$ cat src/logic/otpg_pkg.sv
// otpg_pkg: constants shared by the otp programmer controller
package otpg_pkg;
  localparam int unsigned CLK_HZ = 40_000_000;
  // initial pulse 1.0 ms nominal, 0.95..1.05 ms allowed
  localparam int unsigned INIT_PULSE_US = 1000;
  localparam int unsigned INIT_PULSE_CYC = INIT_PULSE_US * (CLK_HZ / 1_000_000);
  // overprogram pulse is 3 ms per initial pulse applied
  localparam int unsigned OVER_UNIT_MS = 3;
  localparam int unsigned OVER_UNIT_PULSES = OVER_UNIT_MS * 1000 / INIT_PULSE_US;
  localparam int unsigned MAX_INIT_PULSES = 25;
  // setup and hold times of 2 us before and after strobes; the overprogram pulse enables data in the same cycle as the strobe
  localparam int unsigned SETUP_US = 2;
  localparam int unsigned SETUP_CYC = SETUP_US * (CLK_HZ / 1_000_000);
  // output gate to data valid is 150 ns max
  localparam int unsigned OE_VALID_NS = 150;
  localparam int unsigned OE_VALID_CYC = (OE_VALID_NS * (CLK_HZ / 1_000_000)
                                          + 999) / 1000;
  localparam int unsigned SIG_BYTE_MFR = 0;
  localparam int unsigned SIG_BYTE_DEV = 1;
  localparam int unsigned ADDR_W = 13;
  localparam int unsigned DATA_W = 8;
  localparam logic [7:0] ERASED_BYTE = 8'hff;
endpackage

$ cat src/logic/otpg_timer.sv
// otpg_timer: down counter that pulses done when a loaded delay ends
`timescale 1ns/1ps
module otpg_timer #(
  parameter int unsigned W = 24
) (
  input wire logic clk_i,
  input wire logic srst_i,
  input wire logic load_i,
  input wire logic [W-1:0] count_i,
  output logic done_o
);
  typedef struct packed {
    logic [W-1:0] cnt;
    logic run;
    logic done;
  } otpg_tmr_t;
  otpg_tmr_t r, next_r;

  initial begin
    if (W < 2) $error("otpg_timer width too small");
  end

  always_comb begin
    next_r = r;
    next_r.done = 1'b0;
    if (load_i) begin
      next_r.cnt = count_i;
      next_r.run = 1'b1;
    end else if (r.run) begin
      if (r.cnt <= W'(1)) begin
        next_r.run = 1'b0;
        next_r.done = 1'b1;
      end else begin
        next_r.cnt = r.cnt - W'(1);
      end
    end
  end

  always_ff @(posedge clk_i) begin
    if (srst_i) begin
      r <= '0;
    end else begin
      r <= next_r;
    end
  end

  assign done_o = r.done;
endmodule

$ cat src/logic/otpg_ctrl.sv
// otpg_ctrl: host controller running the fast program and signature flows
//
// Behaviour
// - each initial program pulse lasts one millisecond
// - overprogram pulse is 3 ms times count
// - at most 25 initial pulses per byte
// - verify after each initial pulse, count pulses
// - after pass, read back and compare all
// - share all lines except select in gangs
// - raise signature line high to identify
// - other address lines low during identification
// - select and strobe low with supply programs
`timescale 1ns/1ps
module otpg_ctrl
  import otpg_pkg::*;
#(
  parameter int unsigned AW = ADDR_W,
  parameter int unsigned MAXP = MAX_INIT_PULSES,
  parameter int unsigned PULSE_CYC = INIT_PULSE_CYC,
  parameter int unsigned GAP_CYC = SETUP_CYC
) (
  input wire logic CLK_I,
  input wire logic SRST_I,
  input wire logic PROG_START_I,
  input wire logic SIG_START_I,
  input wire logic [AW-1:0] LAST_ADDR_I,
  output logic [AW-1:0] SRC_ADDR_O,
  input wire logic [7:0] SRC_DATA_I,
  input wire logic [7:0] DATA_I,
  output logic [7:0] DATA_O,
  output logic DATA_OE_O,
  output logic [AW-1:0] ADDR_O,
  output logic CHIP_SEL_N_O,
  output logic OUT_GATE_N_O,
  output logic PROGRAM_STROBE_N_O,
  output logic PROG_SUPPLY_EN_O,
  output logic SIGNATURE_HV_LINE_O,
  output logic BUSY_O,
  output logic DONE_O,
  output logic FAIL_O,
  output logic [AW-1:0] FAIL_ADDR_O,
  output logic [7:0] SIG_MFR_O,
  output logic [7:0] SIG_DEV_O,
  output logic SIG_PARITY_OK_O
);
  // ****************************************
  // state
  // ****************************************
  typedef enum logic [3:0] {
    S_IDLE, S_SETUP, S_PULSE, S_PGAP, S_VGATE, S_VCHK, S_OVER, S_OGAP,
    S_RSETUP, S_RCHK, S_SSETUP, S_SCHK, S_FIN
  } otpg_state_t;

  localparam int unsigned TW = 24;

  typedef struct packed {
    otpg_state_t st;
    logic [4:0] x;
    logic [AW-1:0] addr;
    logic [7:0] dout;
    logic doe;
    logic cs_n;
    logic oe_n;
    logic pgm_n;
    logic vpp;
    logic hv;
    logic busy;
    logic done;
    logic fail;
    logic [AW-1:0] faddr;
    logic [7:0] mfr;
    logic [7:0] dev;
    logic pok;
    logic tload;
    logic [TW-1:0] tcnt;
  } otpg_regs_t;

  otpg_regs_t r, next_r;
  logic [7:0] din_s1, din_s2;
  logic tdone;

  initial begin
    if (MAXP < 1 || MAXP > 31) $error("otpg_ctrl MAXP out of range");
    if (PULSE_CYC * OVER_UNIT_PULSES * MAXP >= 2 ** TW)
      $error("otpg_ctrl timer too narrow");
  end

  function automatic logic [TW-1:0] cyc(input int unsigned n);
    cyc = TW'(n);
  endfunction

  function automatic logic odd_par(input logic [7:0] b);
    odd_par = ^b;
  endfunction

  otpg_timer #(.W(TW)) u_tmr (
    .clk_i(CLK_I),
    .srst_i(SRST_I),
    .load_i(r.tload),
    .count_i(r.tcnt),
    .done_o(tdone)
  );

  // pins from the device pass two flops before use
  always_ff @(posedge CLK_I) begin
    din_s1 <= DATA_I;
    din_s2 <= din_s1;
  end

  // ****************************************
  // sequencer
  // ****************************************
  always_comb begin
    next_r = r;
    next_r.tload = 1'b0;
    // done is a strobe: high only in the cycle after the finish state
    next_r.done = 1'b0;
    case (r.st)
      S_IDLE: begin
        next_r.cs_n = 1'b1;
        next_r.oe_n = 1'b1;
        next_r.pgm_n = 1'b1;
        next_r.doe = 1'b0;
        if (PROG_START_I) begin
          next_r = r;
          next_r.tload = 1'b1;
          next_r.tcnt = cyc(GAP_CYC);
          next_r.busy = 1'b1;
          next_r.done = 1'b0;
          next_r.fail = 1'b0;
          next_r.addr = '0;
          next_r.x = '0;
          next_r.vpp = 1'b1;
          next_r.hv = 1'b0;
          next_r.st = S_SETUP;
        end else if (SIG_START_I) begin
          next_r.tload = 1'b1;
          next_r.tcnt = cyc(GAP_CYC);
          next_r.busy = 1'b1;
          next_r.done = 1'b0;
          next_r.addr = AW'(SIG_BYTE_MFR);
          next_r.hv = 1'b1;
          next_r.cs_n = 1'b0;
          next_r.oe_n = 1'b0;
          next_r.st = S_SSETUP;
        end
      end
      S_SETUP: begin
        // select is the only per-device line; gang users fan it out
        next_r.cs_n = 1'b0;
        next_r.oe_n = 1'b1;
        next_r.dout = SRC_DATA_I;
        next_r.doe = 1'b1;
        if (tdone) begin
          next_r.pgm_n = 1'b0;
          next_r.x = r.x + 5'd1;
          next_r.tload = 1'b1;
          next_r.tcnt = cyc(PULSE_CYC);
          next_r.st = S_PULSE;
        end
      end
      S_PULSE: if (tdone) begin
        next_r.pgm_n = 1'b1;
        next_r.tload = 1'b1;
        next_r.tcnt = cyc(GAP_CYC);
        next_r.st = r.x == 5'd0 ? S_OGAP : S_PGAP;
      end
      S_PGAP: if (tdone) begin
        // data hold met, release bus and gate device out in the same cycle
        next_r.doe = 1'b0;
        next_r.oe_n = 1'b0;
        next_r.tload = 1'b1;
        next_r.tcnt = cyc(GAP_CYC);
        next_r.st = S_VGATE;
      end
      S_VGATE: if (tdone) begin
        next_r.st = S_VCHK;
      end
      S_VCHK: begin
        next_r.oe_n = 1'b1;
        next_r.tload = 1'b1;
        next_r.tcnt = cyc(GAP_CYC);
        if (din_s2 == SRC_DATA_I) begin
          next_r.st = S_OVER;
        end else if (r.x >= 5'(MAXP)) begin
          next_r.fail = 1'b1;
          next_r.faddr = r.addr;
          next_r.st = S_FIN;
        end else begin
          next_r.st = S_SETUP;
        end
      end
      S_OVER: if (tdone) begin
        next_r.dout = SRC_DATA_I;
        next_r.doe = 1'b1;
        next_r.pgm_n = 1'b0;
        next_r.tload = 1'b1;
        // 3 ms per initial pulse applied
        next_r.tcnt = cyc(PULSE_CYC * OVER_UNIT_PULSES * r.x);
        next_r.x = '0;
        next_r.st = S_PULSE;
      end
      S_OGAP: if (tdone) begin
        next_r.doe = 1'b0;
        next_r.tload = 1'b1;
        next_r.tcnt = cyc(GAP_CYC);
        if (r.addr == LAST_ADDR_I) begin
          // readback at nominal supply: drop programming level
          next_r.vpp = 1'b0;
          next_r.addr = '0;
          next_r.oe_n = 1'b0;
          next_r.st = S_RSETUP;
        end else begin
          next_r.addr = r.addr + AW'(1);
          next_r.st = S_SETUP;
        end
      end
      S_RSETUP: if (tdone) begin
        next_r.st = S_RCHK;
      end
      S_RCHK: begin
        next_r.tload = 1'b1;
        next_r.tcnt = cyc(GAP_CYC);
        if (din_s2 != SRC_DATA_I) begin
          next_r.fail = 1'b1;
          next_r.faddr = r.addr;
          next_r.st = S_FIN;
        end else if (r.addr == LAST_ADDR_I) begin
          next_r.st = S_FIN;
        end else begin
          next_r.addr = r.addr + AW'(1);
          next_r.st = S_RSETUP;
        end
      end
      S_SSETUP: if (tdone) begin
        next_r.st = S_SCHK;
      end
      S_SCHK: begin
        if (r.addr[0] == 1'b0) begin
          next_r.mfr = din_s2;
          next_r.addr = AW'(SIG_BYTE_DEV);
          next_r.tload = 1'b1;
          next_r.tcnt = cyc(GAP_CYC);
          next_r.st = S_SSETUP;
        end else begin
          next_r.dev = din_s2;
          next_r.pok = odd_par(din_s2) & odd_par(r.mfr);
          next_r.hv = 1'b0;
          next_r.st = S_FIN;
        end
      end
      S_FIN: begin
        next_r.cs_n = 1'b1;
        next_r.oe_n = 1'b1;
        next_r.pgm_n = 1'b1;
        next_r.doe = 1'b0;
        next_r.vpp = 1'b0;
        next_r.hv = 1'b0;
        next_r.addr = '0;
        next_r.busy = 1'b0;
        next_r.done = 1'b1;
        next_r.st = S_IDLE;
      end
      default: next_r.st = S_IDLE;
    endcase
  end

  always_ff @(posedge CLK_I) begin
    if (SRST_I) begin
      r <= '0;
      r.st <= S_IDLE;
      r.cs_n <= 1'b1;
      r.oe_n <= 1'b1;
      r.pgm_n <= 1'b1;
      r.dout <= ERASED_BYTE;
    end else begin
      r <= next_r;
    end
  end

  assign SRC_ADDR_O = r.addr;
  assign ADDR_O = r.addr;
  assign DATA_O = r.dout;
  assign DATA_OE_O = r.doe;
  assign CHIP_SEL_N_O = r.cs_n;
  assign OUT_GATE_N_O = r.oe_n;
  assign PROGRAM_STROBE_N_O = r.pgm_n;
  assign PROG_SUPPLY_EN_O = r.vpp;
  assign SIGNATURE_HV_LINE_O = r.hv;
  assign BUSY_O = r.busy;
  assign DONE_O = r.done;
  assign FAIL_O = r.fail;
  assign FAIL_ADDR_O = r.faddr;
  assign SIG_MFR_O = r.mfr;
  assign SIG_DEV_O = r.dev;
  assign SIG_PARITY_OK_O = r.pok;
endmodule

$ cat config.mk
export PLATFORM = sky130hd
export DESIGN_NAME = otpg_ctrl
export DESIGN_NICKNAME = d
export VERILOG_FILES = /design/src/logic/otpg_pkg.sv /design/src/logic/otpg_timer.sv /design/src/logic/otpg_ctrl.sv
export SDC_FILE = /design/constraint.sdc
export NUM_CORES = 1
export LEC_CHECK = 0
export ABC_CLOCK_PERIOD_IN_PS = 3650
export BUFFER_PORTS_ARGS = -buffer_cell sky130_fd_sc_hd__buf_2
export CAP_MARGIN = 20
export CELL_PAD_IN_SITES_DETAIL_PLACEMENT = 1
export CELL_PAD_IN_SITES_GLOBAL_PLACEMENT = 2
export CORE_ASPECT_RATIO = 0.9
export CORE_MARGIN = 8
export CORE_UTILIZATION = 35
export CTS_BUF_LIST = sky130_fd_sc_hd__clkbuf_16
export CTS_CLUSTER_DIAMETER = 40
export DETAILED_ROUTE_END_ITERATION = 7
export PLACE_DENSITY = 0.88
export SYNTH_ARGS = -nofsm -noshare
export SYNTH_HDL_FRONTEND = slang
export SYNTH_SLANG_ARGS = --single-unit
$ cat constraint.sdc
create_clock -name CLK_I -period 3.65 [get_ports CLK_I]
set_input_delay 0 -clock CLK_I [delete_from_list [all_inputs] [get_ports CLK_I]]
set_output_delay 0 -clock CLK_I [all_outputs]
set_load 0.01 [all_outputs]
Word-level counts from Yosys, hierarchy flattened
Cells that the tools add are included.
{ "word_totals": {"register_bits": 136, "rom_bits": 0, "in_bits": 33, "ramBits": 0, "memories": 0, "latch_bits": 0, "wordCells": 182} }
{ "op_classes": {"bitwise_logic": 4, "n_reduce_logical": 42, "muxes": 67, "n_div": 0, "n_addsub": 3, "n_mul": 1, "shift": 0, "n_eq_ne": 38, "magnitude_cmp": 2} }
{ "op_table": {"columns": ["cell", "count"], "rows": [
  ["$mux W25", 7],
  ["$pmux W25 S6", 1],
  ["$mux W13", 7],
  ["$pmux W13 S5", 1],
  ["$pmux W4 S12", 1],
  ["$mux W4", 11],
  ["$mux W14", 3],
  ["$pmux W14 S3", 1],
  ["$mux W9", 4],
  ["$pmux W17 S2", 1],
  ["$mux W31", 1],
  ["$mux W26", 1],
  ["$le A24 B1 Y1 const B", 1],
  ["$mux W24", 1],
  ["$pmux W8 S3", 1],
  ["$sub A24 B1 Y24 const B", 1],
  ["$ne A2 B1 Y1 const B", 11],
  ["$ne A2 B2 Y1 const B", 11],
  ["$eq A4 B4 Y1 const B", 5],
  ["$reduce_and A5 Y1", 4],
  ["$mux W3", 6],
  ["$eq A4 B3 Y1 const B", 4],
  ["$mul A11 B5 Y16 const A", 1],
  ["$reduce_and A4 Y1", 4],
  ["other kinds (34)", 68]
]} }

Depth between registers and ports, before layout
{ "depth": {"word_depth": 4, "depth_mapped": 13, "ltp_nobuf": 13} }

By module
A second synthesis with hierarchy kept.
{ "unflattened": {"cells_unflattened": 895, "area_unflattened_um2": 7658.6} }
{ "modules_own_cells": {"columns": ["module", "instances", "area_per_inst_um2", "cells_each", "seq_area_each_um2"], "rows": [
  ["otpg_ctrl", 1, 6133.4, 717, 2062.0],
  ["otpg_timer", 1, 1525.2, 178, 520.5]
]} }

Worst setup path before layout
No wires, ideal clock.
{ "synth_path": {"kind": "register to register", "from": "register r[88] (netlist bit)", "to": "register r[21] (netlist bit)", "arrival_ns": 3.047, "n_path_buf": 0, "path_slack_ns": 0.481, "t_required_ns": 3.528, "setup_ns": 0.122, "path_stages_with_launch": 13, "path_cell_list": "dfxtp_1 -> inv_1 -> ha_1 -> ha_1 -> or2_2 -> fa_1 -> ha_1 -> nand2_1 -> o21a_1 -> o211ai_1 -> nand4_1 -> mux2i_1 -> a221o_1"} }
{ "synth_between": {"elab_chain_len": 3} }
{ "synth_lines": {"columns": ["element", "line_no", "source"], "rows": [
  ["from (decl)", "otpg_ctrl.sv:78", "otpg_regs_t r, next_r;"],
  ["from (signal assigned)", "otpg_ctrl.sv:277", "r <= next_r;"],
  ["$mul A11 B5 Y16", "otpg_ctrl.sv:199", "next_r.tcnt = cyc(PULSE_CYC * OVER_UNIT_PULSES * r.x);"],
  ["$mux W25", "otpg_ctrl.sv:193", "S_OVER: if (tdone) begin"],
  ["$pmux W25 S6", "otpg_ctrl.sv:118", "case (r.st)"]
]} }
Every way passes these cells. The select of a mux whose other input is x is not followed.
A chain may end at the register's enable or synchronous reset.

Final worst setup path
{ "layout_path": {"from": "register r[87] (netlist bit)", "to": "register r[21] (netlist bit)"} }
Same word-level chain as after synthesis.

==> out/qor.yml <==
run_status:
  status: "completed"
die:
  die_area_sq_um: 26300
  fp.dieH_microns: 155
  start_util: 0.357
  die_x_microns: 170
  core-area_sq_um: 20900
  num_rows: 50
  ios: 106
place:
  place_congestion: 0.808
  hpwl_microns: 15100
  port_buffers: 105
  place_area_sq_um: 7870
grt:
  grt_usage: 0.160
  grt-ovfl-total: 0
  grt_first_pass_wirelength_microns: 34400
  grt_pass1_vias: 6563
  grt_start_max_net_pins: 58
  antenna_found_initial: 0
worst_setup_path:
  cp_common_cell: "ha_1"
  endpoint_kind: "register"
  max_stage_delay_ps: 570
  crit_required_ps: 3960
  crit_path_start_kind: "register"
  critical_path.slowest_cell: "dfxtp_1"
  worstPathArrival_ps: 3670
  crit_chain: "inv_1, ha_1, xor2_1, ha_1, a21o_1, ha_1, ha_1, a21o_1, a21oi_1, nor2b_1, o21ai_0, o31ai_1, a221o_1"
  critical_path_class: "register to register"
  crit_fanout: 9
clock_network:
  clockBufferDepth: 2
  cts_setup_buffers: 0
  cts.clk_slew.worst_paths_ps: 60
  h-tree-depth: 4
  cts_buffers: 17
  cts_root_buf: "clkbuf_16"
  cts_tree: "done"
  clock_sinks: 129
  clock_latency_ps: 420
logic_synthesis:
  synth_xor_area_frac: 0.0786
  yosysUniqueCellTypes: 67
  synth_edf_count: 0
  synth_top_family_by_area: "compound AO/OA/AOI/OAI gates"
  synth-adder-area-share: 0.0855
  async_flop_share: 0
  syn_area_per_cell_sq_um: 8.56
  synthCells: 872
  ys_seq_area_frac: 0.346
  syn_nets: 953
  synth_compound_area_frac: 0.175
  yosys_warnings: 0
  syn_area_sq_um: 7460
  synthFlopType: "dfxtp_1"
  synth-simple-area-share: 0.174
  ys_ff_latch: 129
  synthMuxAreaShare: 0.0349
sta:
  fin_skew_ps: 11.3
  grt_setup_unrepaired: "false"
  tightest_slew_ps: 666
  drv_slew: 0
  fin_tns_setup_ps: 0
  setup_violations: 0
  final-hold-violation-count: 0
  period_share: 0.919
  fmax_mhz: 298
  period_minus_slack_ps: 3350
  slew_headroom: 0.552
routing:
  ant_nets: 0
  vias_per_cell: 5.20
  drtPass1Iterations: 4
  vias: 6391
  drt_iter0_markers: 271
  drc_errors: 0
  wl_microns: 20900
  wl_per_cell_microns: 17.0
final_layout:
  layout_common_cells: "dfxtp_1, buf_2, a21oi_1, nand2_1, nor2_1"
  final_util: 0.409
  mostFrequentLayoutCell: "dfxtp_1"
  syn_to_final_growth_pct: 14.5
  final_nets: 1011
  fill_cells: 2521
  diodes: 0
  drive_above_1_share: 0.174
  final_cell_area_sq_um: 8550
pwr:
  ir_drop_mv: 0.359
  p_leak_uw: 0.00368
  power_density_nw_per_um2: 603
hold_path:
  hp-class: "input pin to register"
job:
  maxCapViolCount: 0
[worst paths after layout]
check | from | end | slack, ps | depth (start not counted)
worst max register to register | r[87] | r[21] | 300 | 13
worst min register to register | din_s1[1] | din_s2[1] | 330 | 0
worst max-delay path | r[87] | r[21] | 300 | 13
worst min-delay path | PROG_START_I | PROG_SUPPLY_EN_O | 50 | 3
[synthesized netlist by cell type (5+ instances only)]
cell,instances,area [sq um]
a211oi_1,6,45.0
buf_4,63,473
clkbuf_1,38,143
or3_1,13,81.3
a21oi_1,78,390
o211ai_1,5,37.5
nor2b_1,6,37.5
inv_1,45,169
dfxtp_1,129,2580
fa_1,5,100
o32ai_1,12,105
xor2_1,22,193
nor3_1,19,95.1
nand4_1,6,37.5
o21ai_0,22,110
nand2_1,59,221
nor2_1,56,210
a21o_1,5,37.5
o21bai_1,5,37.5
nand3_1,45,225
o21a_1,15,113
ha_1,43,538
nand2b_1,11,68.8
a31oi_1,6,37.5
xnor2_1,45,394
nor4_1,11,68.8
mux2i_1,26,260
a22o_1,8,70.1
[timing repair]
action	4_1_cts	5_1_grt
hold buffers	17	0
hold endpoints to repair	18	0
gates resized for setup	0	0
[report_power, final]
| part | internal [uW] | switching [uW] | total [uW] |
|---|---|---|---|
| sequential | 1610 | 192 | 1800 |
| combinational | 776 | 1080 | 1860 |
| clock | 848 | 653 | 1500 |
[layout make-up]
| type | instances | area, sq um | share of cell area |
|---|---|---|---|
| clock inverter | 15 | 81.3 | 0.00951 |
| sequential | 129 | 2580 | 0.302 |
| multi-input combinational | 595 | 4090 | 0.478 |
| tap | 286 | 358 | 0.0419 |
| clock buffer | 17 | 425 | 0.0498 |
| timing repair buffer | 141 | 838 | 0.0981 |
| inverter | 46 | 173 | 0.0202 |
[routing by layer]
metal,vias to the layer above,part of all wire,track usage
met2,132,0.46,0.255
met4,0,0.014,0.0463
met3,23,0.047,0.0377
met1,3097,0.48,0.212
li1,3139,-,-
met5,-,0,0
[worst max-delay path, delay by kind of cell, from the launching register on]
kind / cells / cell delay [ps]
simple gates: 1 / 60
flops: 1 / 570
fa+ha+maj: 4 / 1210
buf+inv: 1 / 180
xor+xnor: 1 / 160
compound gates: 6 / 1050
[cells by family (layout without fill, tap and decap cells)]
group	after synthesis	count (layout)
AOI/OAI and AO/OA	199	199
xor gates and xnor gates	67	67
adders and majority gates	48	48
buffers and inverters	148	219
DFF	129	129
muxes	26	26
and+or+nand+nor	255	255
[state kept, by name, summed over array words and instances, names as in the netlist, 8 cells and up]
signal and count:
DATA_O 8, SIG_DEV_O 8, r 27, u_tmr.r 25, din_s1 8, ADDR_O 13, din_s2 8, FAIL_ADDR_O 13
SIG_MFR_O 8
[stage by stage]
| step | total power [uW] | instances | setup WS (ps) | hold WS [ps] |
|---|---|---|---|---|
| after floorplan | 3160 | 872 | 481 | 27.7 |
| after global placement | 3620 | 1180 | 364 | 103 |
| after detailed placement | 3660 | 1180 | 284 | 104 |
| after CTS | 5200 | 1229 | 268 | 16.7 |
| after global routing | 5480 | 1229 | 9.61 | 51.4 |
| final | 5160 | 1229 | 296 | 48.7 |
Note: power is estimated with default switching activity, not from simulation.
